$ cat config.mk
export PLATFORM = sky130hd
export DESIGN_NAME = sim_irq_masks
export DESIGN_NICKNAME = d
export VERILOG_FILES = /design/src/hw/sim_pkg.sv /design/src/hw/sim_irq_masks.sv /design/src/hw/sim_pin_watch.sv
export SDC_FILE = /design/constraint.sdc
export NUM_CORES = 1
export LEC_CHECK = 0
export ABC_AREA = 1
export ABC_CLOCK_PERIOD_IN_PS = 1040
export BUFFER_PORTS_ARGS = -buffer_cell sky130_fd_sc_hd__buf_2
export CAP_MARGIN = 20
export CORE_ASPECT_RATIO = 1.4
export CORE_MARGIN = 2
export CORE_UTILIZATION = 30
export CTS_BUF_LIST = sky130_fd_sc_hd__clkbuf_4
export DETAILED_ROUTE_END_ITERATION = 8
export GPL_ROUTABILITY_DRIVEN = 0
export SETUP_SLACK_MARGIN = 0.3
export SYNTH_ARGS = -nofsm -noshare
export SYNTH_HDL_FRONTEND = slang
export SYNTH_SLANG_ARGS = --single-unit
$ cat constraint.sdc
create_clock -name clk_sys -period 1.04 [get_ports clk_sys]
set_clock_uncertainty 0.2 [all_clocks]
set_input_delay 0.156 -clock clk_sys [delete_from_list [all_inputs] [get_ports clk_sys]]
set_output_delay 0.156 -clock clk_sys [all_outputs]
set_load 0.02 [all_outputs]
$ cat src/hw/sim_pkg.sv
// Constants, field layout and carrier types for the stage interrupt enable masks.
// Assumes a register port on the device clock, fed by the serial interface logic.
package sim_pkg;

  // ***************************************************************
  // Sizes and addresses
  // ***************************************************************
  localparam int unsigned SIM_ADDR_W   = 10;
  localparam int unsigned SIM_DATA_W   = 16;
  localparam int unsigned SIM_STAGES   = 12;
  localparam logic [SIM_ADDR_W-1:0] SIM_UPPER_MASK_ADDR = 10'h006;
  localparam logic [SIM_ADDR_W-1:0] SIM_DONE_MASK_ADDR  = 10'h007;

  // ***************************************************************
  // Field positions and reset values
  // ***************************************************************
  localparam int unsigned SIM_GPIO_CHG_BIT = 12;
  localparam logic [SIM_STAGES-1:0] SIM_MASK_RESET = 12'h000;
  localparam logic [SIM_DATA_W-1:0] SIM_RDATA_RESET = 16'h0000;

  // Register access request from the serial interface
  typedef struct packed {
    logic                  wr;
    logic                  rd;
    logic [SIM_ADDR_W-1:0] addr;
    logic [SIM_DATA_W-1:0] wdata;
  } sim_req_s;

  // Pin watcher state
  typedef struct packed {
    logic meta;
    logic sync;
    logic       last;
    logic       chg;
    logic [2:0] fill;
  } sim_pin_s;

  // Whole state of the mask block
  typedef struct packed {
    logic [SIM_STAGES-1:0] stage_upper_limit_irq_mask_bit;
    logic [SIM_STAGES-1:0] stage_done_irq_mask_bit;
    logic                  gpio_change_irq_mask;
    logic [SIM_DATA_W-1:0] rdata;
    logic                  irq_n;
  } sim_state_s;

endpackage

$ cat src/hw/sim_irq_masks.sv
// Stage interrupt enable masks and the active-low interrupt output.
// Assumes event inputs come from logic on clk_sys; the gpio pin is asynchronous.
`timescale 1ns/1ps
`default_nettype none
module sim_irq_masks
  import sim_pkg::*;
#(
  parameter int unsigned STAGES = SIM_STAGES
)(
  // Clock and reset
  input  wire logic                  clk_sys,
  input  wire logic                  nrst,
  // Register access
  input  wire sim_req_s              reg_req,
  output logic [SIM_DATA_W-1:0]      reg_rdata,
  // Stage events
  input  wire logic [STAGES-1:0]     stage_upper_exceed,
  input  wire logic [STAGES-1:0]     stage_conv_done,
  input  wire logic                  gpio_pin,
  // Interrupt pin
  output logic                       irq_n
);

  sim_state_s st_q;
  sim_state_s st_d;
  logic       gpio_chg;
  logic       hit_upper;
  logic       hit_done;
  logic       hit_gpio;

  // ***************************************************************
  // Pin change detection
  // ***************************************************************
  sim_pin_watch u_pin (
    .clk_sys (clk_sys),
    .nrst    (nrst),
    .pin     (gpio_pin),
    .change  (gpio_chg)
  );

  // ***************************************************************
  // Event gating
  // ***************************************************************
  // Each event needs its own mask bit set; a zero bit blocks it fully
  assign hit_upper = |(st_q.stage_upper_limit_irq_mask_bit & stage_upper_exceed);
  assign hit_done  = |(st_q.stage_done_irq_mask_bit & stage_conv_done);
  assign hit_gpio  = st_q.gpio_change_irq_mask & gpio_chg;

  // ***************************************************************
  // Next state
  // ***************************************************************
  // Upper exceed and done each hold the pin low while they last; a pin change is a one-cycle pulse
  always_comb begin
    st_d       = st_q;
    st_d.irq_n = ~(hit_upper | hit_done | hit_gpio);
    if (reg_req.wr) begin
      if (reg_req.addr == SIM_UPPER_MASK_ADDR) begin
        // Bits 15:12 are not stored, so they always read back as zero
        st_d.stage_upper_limit_irq_mask_bit = reg_req.wdata[SIM_STAGES-1:0];
      end
      if (reg_req.addr == SIM_DONE_MASK_ADDR) begin
        st_d.stage_done_irq_mask_bit = reg_req.wdata[SIM_STAGES-1:0];
        st_d.gpio_change_irq_mask    = reg_req.wdata[SIM_GPIO_CHG_BIT];
      end
    end
    if (reg_req.rd) begin
      unique case (reg_req.addr)
        SIM_UPPER_MASK_ADDR: begin
          st_d.rdata = {4'h0, st_q.stage_upper_limit_irq_mask_bit};
        end
        SIM_DONE_MASK_ADDR: begin
          st_d.rdata = {3'h0, st_q.gpio_change_irq_mask, st_q.stage_done_irq_mask_bit};
        end
        default: begin
          st_d.rdata = SIM_RDATA_RESET; // Unmapped here; the rest of the map answers elsewhere
        end
      endcase
    end
  end

  // ***************************************************************
  // State register
  // ***************************************************************
  // Masks clear at reset so nothing interrupts before the host sets them up
  always_ff @(posedge clk_sys or negedge nrst) begin
    if (!nrst) begin
      st_q.stage_upper_limit_irq_mask_bit <= SIM_MASK_RESET;
      st_q.stage_done_irq_mask_bit        <= SIM_MASK_RESET;
      st_q.gpio_change_irq_mask           <= 1'b0;
      st_q.rdata                          <= SIM_RDATA_RESET;
      st_q.irq_n                          <= 1'b1;
    end else begin
      st_q <= st_d;
    end
  end

  assign reg_rdata = st_q.rdata;
  assign irq_n     = st_q.irq_n;

  // ***************************************************************
  // Checks
  // ***************************************************************
  // An enabled exceed pulls the pin low on the next edge
  a_upper_irq_fires: assert property (@(posedge clk_sys) disable iff (!nrst)
    (|(st_q.stage_upper_limit_irq_mask_bit & stage_upper_exceed)) |=> !irq_n)
    else $error("enabled upper exceed did not assert interrupt");

  // An enabled completion pulls the pin low on the next edge
  a_done_irq_fires: assert property (@(posedge clk_sys) disable iff (!nrst)
    (|(st_q.stage_done_irq_mask_bit & stage_conv_done)) |=> !irq_n)
    else $error("enabled completion did not assert interrupt");

  // With no enabled event pending the pin is released, whatever the raw events do
  a_masked_stays_quiet: assert property (@(posedge clk_sys) disable iff (!nrst)
    (!(|(st_q.stage_upper_limit_irq_mask_bit & stage_upper_exceed))
     && !(|(st_q.stage_done_irq_mask_bit & stage_conv_done))
     && !(st_q.gpio_change_irq_mask && gpio_chg)) |=> irq_n)
    else $error("interrupt asserted with no enabled event");

  // The upper bank takes the low twelve bits of a write
  a_upper_mask_write: assert property (@(posedge clk_sys) disable iff (!nrst)
    (reg_req.wr && reg_req.addr == SIM_UPPER_MASK_ADDR) |=>
      st_q.stage_upper_limit_irq_mask_bit == $past(reg_req.wdata[SIM_STAGES-1:0]))
    else $error("upper mask write not stored");

  // Back-to-back write then read of the done bank returns the written word
  a_done_mask_readback: assert property (@(posedge clk_sys) disable iff (!nrst)
    (reg_req.wr && reg_req.addr == SIM_DONE_MASK_ADDR && !reg_req.rd)
      ##1 (reg_req.rd && reg_req.addr == SIM_DONE_MASK_ADDR && !reg_req.wr) |=>
      reg_rdata == {3'h0, $past(reg_req.wdata[SIM_GPIO_CHG_BIT:0], 2)})
    else $error("done mask readback mismatch");

  // An enabled pin change gives a low cycle on the pin
  a_gpio_change_irq: assert property (@(posedge clk_sys) disable iff (!nrst)
    (st_q.gpio_change_irq_mask && gpio_chg) |=> !irq_n)
    else $error("pin change did not assert interrupt");

  // Bits above the last stage are not stored and read back as zero
  a_upper_read_zero: assert property (@(posedge clk_sys) disable iff (!nrst)
    (reg_req.rd && reg_req.addr == SIM_UPPER_MASK_ADDR) |=> reg_rdata[15:12] == 4'h0)
    else $error("unused upper bits not zero");

  // The pin goes low only for an enabled event seen on the edge before
  a_irq_needs_event: assert property (@(posedge clk_sys) disable iff (!nrst)
    !irq_n |-> $past(hit_upper || hit_done || hit_gpio))
    else $error("interrupt low with no enabled event");

  // A pin change with its enable clear and nothing else pending leaves the pin high
  a_gpio_masked_quiet: assert property (@(posedge clk_sys) disable iff (!nrst)
    (gpio_chg && !st_q.gpio_change_irq_mask && !hit_upper && !hit_done) |=> irq_n)
    else $error("masked pin change asserted interrupt");

  // ***************************************************************
  // Register and reset checks
  // ***************************************************************
  // These watch the register port and the stored banks, plus the pin at reset.
  // A read answers on the next edge from the banks as they stood before it,
  // so a read beside a write to the same place sees the old word.

  // Reset leaves every mask clear, the pin released and the read word zero
  a_reset_clears_state: assert property (@(posedge clk_sys)
    !nrst |=> (st_q.stage_upper_limit_irq_mask_bit == SIM_MASK_RESET)
      && (st_q.stage_done_irq_mask_bit == SIM_MASK_RESET)
      && !st_q.gpio_change_irq_mask
      && irq_n
      && (reg_rdata == SIM_RDATA_RESET))
    else $error("state not cleared by reset");

  // The read word stands until the next read strobe, so a slow host can fetch it late
  a_rdata_holds: assert property (@(posedge clk_sys) disable iff (!nrst)
    !reg_req.rd |=> $stable(reg_rdata))
    else $error("read data changed without a read");

  // Places outside the two masks answer zero
  a_unmapped_read_zero: assert property (@(posedge clk_sys) disable iff (!nrst)
    (reg_req.rd && reg_req.addr != SIM_UPPER_MASK_ADDR && reg_req.addr != SIM_DONE_MASK_ADDR)
      |=> reg_rdata == SIM_RDATA_RESET)
    else $error("unmapped read not zero");

  // An upper bank read returns the stored stage bits
  a_upper_read_value: assert property (@(posedge clk_sys) disable iff (!nrst)
    (reg_req.rd && reg_req.addr == SIM_UPPER_MASK_ADDR) |=>
      reg_rdata[SIM_STAGES-1:0] == $past(st_q.stage_upper_limit_irq_mask_bit))
    else $error("upper mask read not as stored");

  // A done bank read returns the stage bits and the pin change enable
  a_done_read_value: assert property (@(posedge clk_sys) disable iff (!nrst)
    (reg_req.rd && reg_req.addr == SIM_DONE_MASK_ADDR) |=>
      reg_rdata == {3'h0, $past(st_q.gpio_change_irq_mask), $past(st_q.stage_done_irq_mask_bit)})
    else $error("done mask read not as stored");

  // Stage bits of the done bank take the written word
  a_done_mask_write: assert property (@(posedge clk_sys) disable iff (!nrst)
    (reg_req.wr && reg_req.addr == SIM_DONE_MASK_ADDR) |=>
      st_q.stage_done_irq_mask_bit == $past(reg_req.wdata[SIM_STAGES-1:0]))
    else $error("done mask write not stored");

  // The pin change enable sits beside the done bits
  a_gpio_mask_write: assert property (@(posedge clk_sys) disable iff (!nrst)
    (reg_req.wr && reg_req.addr == SIM_DONE_MASK_ADDR) |=>
      st_q.gpio_change_irq_mask == $past(reg_req.wdata[SIM_GPIO_CHG_BIT]))
    else $error("pin change enable write not stored");

  // A write to the upper bank leaves the done bank and pin enable alone
  a_upper_write_isolated: assert property (@(posedge clk_sys) disable iff (!nrst)
    (reg_req.wr && reg_req.addr == SIM_UPPER_MASK_ADDR) |=>
      ($stable(st_q.stage_done_irq_mask_bit) && $stable(st_q.gpio_change_irq_mask)))
    else $error("upper write disturbed done bank");

  // A write to the done bank leaves the upper bank alone
  a_done_write_isolated: assert property (@(posedge clk_sys) disable iff (!nrst)
    (reg_req.wr && reg_req.addr == SIM_DONE_MASK_ADDR) |=>
      $stable(st_q.stage_upper_limit_irq_mask_bit))
    else $error("done write disturbed upper bank");

  // Idle cycles and writes elsewhere in the map leave every mask as it was
  a_masks_hold: assert property (@(posedge clk_sys) disable iff (!nrst)
    !(reg_req.wr && (reg_req.addr == SIM_UPPER_MASK_ADDR || reg_req.addr == SIM_DONE_MASK_ADDR)) |=>
      ($stable(st_q.stage_upper_limit_irq_mask_bit) && $stable(st_q.stage_done_irq_mask_bit)
       && $stable(st_q.gpio_change_irq_mask)))
    else $error("mask changed without a write");

endmodule
`default_nettype wire

$ cat src/hw/sim_pin_watch.sv
// Synchroniser and level-change detector for the general-purpose input pin.
// Assumes the pin is asynchronous to clk_sys; changes shorter than two cycles may be missed.
`timescale 1ns/1ps
`default_nettype none
module sim_pin_watch
  import sim_pkg::*;
(
  // Clock and reset
  input  wire logic clk_sys,
  input  wire logic nrst,
  // Pin and result
  input  wire logic pin,
  output logic      change
);

  sim_pin_s st_q;
  sim_pin_s st_d;

  // ***************************************************************
  // Next state
  // ***************************************************************
  // Only the second and third stages feed the comparison, the first may be metastable
  always_comb begin
    st_d      = st_q;
    st_d.meta = pin;
    st_d.sync = st_q.meta;
    st_d.last = st_q.sync;
    st_d.fill = {st_q.fill[1:0], 1'b1};
    // Held off until last holds a real sample, so a pin idling high gives no edge after reset
    st_d.chg  = (st_q.sync ^ st_q.last) & st_q.fill[2];
  end

  // Clears to all zero; the fill bits keep change low until the chain holds real samples
  always_ff @(posedge clk_sys or negedge nrst) begin
    if (!nrst) begin
      st_q <= '0;
    end else begin
      st_q <= st_d;
    end
  end

  assign change = st_q.chg;

endmodule
`default_nettype wire

==> results.toml <==
[clocking]
clock_latency_ns = 0.38
clk_pin_slew_ns = 0.14
postCtsHoldBufs = 1
cts_tree = "done"
cts_max_level = 2
cts_sinks = 46
clock-root-buffer = "clkbuf_4"
cts_buffer_depth = 2
numCtsBuffers = 5

[global_route]
grt_overflow = 0
grt_pass1_vias = 2159
gr-usage-all-layers_pct = 15.57
grt_max_degree = 47
antenna_found_initial = 0
grt_pass1_wl_um = 10190

[floorplanning]
die-width_um = 77.76
ios = 72
dieArea_um2 = 8340
fp.dieH_um = 107.3
start_util_pct = 31.04
rows = 37
core_um2 = 7361

[setup_path]
regToRegStartpoint = "st_q[31]$_DFFE_PN0P_"
critPathLaunchType = "flip-flop"
endpoint_kind = "output port"
cp_cell_sequence = "buf_6"
r2r-end = "irq_n$_DFF_PN1_"
crit_buf_inv = 1
slowest_delay_ns = 0.55
cp.arrival_ns = 1.03
crit_family = "flip-flops"
worst-setup-path-type = "flip-flop to output port"
crit_fanout = 1
crit_slowest_cell = "dfstp_2"
reg2reg_depth = 5
r2r_slack_ns = -0.17
cp.required_ns = 0.68

[place]
io_buffers = 65
placed_area_um2 = 2870
dp_hpwl_um = 4465
dp_cells = 439

[detailed_routing]
drtIter0Drc = 67
drt_wl_total_um = 6328
firstDrtPassIters = 4
vias_per_cell = 4.483
antenna_left = 0
drc_errors = 0
via_count = 2107
routedWlPerCell_um = 13.46

[sta]
fin_ws_ns = -0.3422
finalSetupViolations = 29
fin_crit_sh_pct = 132.9
hold_violations = 83
hold_ws_ns = -0.4794
timing.setup.tns_ns = -4.026
max_freq_mhz = 723.5
rsz0062_at_grt = "true"
slew_violations = 0
final.min_clock_period_ns = 1.382

[job]
max_cap_viol_count = 0

[power]
p_leak_uw = 0.001859
pwr-share-comb_pct = 11.8
swShare_pct = 23.73
power_frac_clock_pct = 37.6
p_int_uw = 2788
p_per_area_nw_per_um2 = 1013
totalPowerFinal_uw = 3655
switchingPower_uw = 867.5
ir_worst_vdd_v = 0.0004720
p_seq_share_pct = 50.6

[worst_hold_path]
hold_path_class = "input port to asynchronous set/reset pin"

[synth]
syn-cell-area_um2 = 2285
yosysWarnings = 0
ys_seq_area_share_pct = 50.44
yosys_register_bits = 46
syn_inst = 270
ys_types = 24
avgSynthCellArea_um2 = 8.462

[layout]
area_growth_syn_to_layout_pct = 57.89
drive_gt1_share_pct = 51.74
layout.nets = 427
final_common_cell = "nand2_1"
antenna_cells = 0
stdcell_area_um2 = 3607
final_cells = 470
layout_common_cells = "nand2_1, buf_6, dfrtp_1, buf_2, nand2_2"

[status]
violations = "hold timing, setup timing"
status = "complete, but fails checks"
sequential cells by signal, summed over array words and instances (netlist names):
name / flops
u_pin.st_q: 2
u_pin.st_d: 4
irq_n: 1
st_q: 25
u_pin.change: 1
reg_rdata: 13
worst register-to-register path, cell delays in order, from the launching register on:
cell and delay, ns:
dfrtp_1 0.42, nand2_1 0.07, nand4_1 0.12, nor2_1 0.16, nand2_1 0.09, nor2_2 0.10
power groups by stage:
| stage | Sequential [µW] | Clock (µW) | Combinational [µW] |
|---|---|---|---|
| 4_1_cts | 1850 | 1390 | 410 |
| 5_1_grt | 1850 | 1460 | 471 |
| 2_1_floorplan | 1890 | 0 | 123 |
| 3_3_place_gp | 1880 | 0 | 352 |
| 3_5_place_dp | 1880 | 0 | 356 |
| 6_report | 1850 | 1370 | 431 |
what timing repair did:
item,4_1_cts,5_1_grt
buffers inserted,11,9
gates resized for setup,104,24
setup endpoints to repair,54,55
gates cloned,2,0
hold endpoints to repair,83,74
pin swaps,46,19
stage by stage:
| step | setup WS [ns] | utilization, % |
|---|---|---|
| final | -0.3422 | 49.01 |
| after global routing | -0.3893 | 49.01 |
| after CTS | -0.3444 | 46.81 |
| after detailed placement | -0.3024 | 38.99 |
| after global placement | -0.2736 | 38.99 |
| after floorplan | -0.1681 | - |
routing by layer:
layer  track usage, %  part of all wire (%)
met5                0                     0
met2            29.06                    56
met3            2.181                   2.4
met4            6.250                   2.7
met1            17.55                    38
synth_stat cells, drive strengths merged:
master | number | area share [%]
nand2 | 104 | 17
dfrtp | 45 | 49
o21ai | 27 | 7.9
buf | 25 | 7.9
inv | 18 | 3.0
nand4 | 18 | 5.6
nand3 | 13 | 3.4
nor2 | 11 | 2.8
a21oi | 2 | 0.44
clkbuf | 2 | 0.38
conb | 2 | 0.33
a22o | 1 | 0.38
dfstp | 1 | 1.2
nand3b | 1 | 0.33
worst max-delay path by stage:
stage / startpoint / end / slack (ns) / cells past startpoint
2_1_floorplan: reg_req[25] / st_q[34]$_DFFE_PN0P_ / -0.17 / 7
3_3_place_gp: reg_req[21] / st_q[34]$_DFFE_PN0P_ / -0.27 / 8
3_5_place_dp: reg_req[21] / st_q[29]$_DFFE_PN0P_ / -0.30 / 8
4_1_cts: irq_n$_DFF_PN1_ / irq_n / -0.34 / 1
5_1_grt: irq_n$_DFF_PN1_ / irq_n / -0.39 / 1
6_report: irq_n$_DFF_PN1_ / irq_n / -0.34 / 1
cells by family after synthesis:
group	Yosys count	synth area share (%)
compound gates	30	8.708
flops	46	50.44
buf+inv	45	11.23
other cells	2	0.3287
simple gates	147	29.30
area by class of cell:
class | count | area (µm²)
sequential | 46 | 1152
tap | 97 | 121.4
clock buffer | 5 | 37.54
timing repair buffer | 120 | 1096
clock inverter | 3 | 68.82
inverter | 18 | 67.56
fill | 672 | 3754
multi-input combinational | 181 | 1064
No activity file was read; power rests on OpenSTA's default activity.
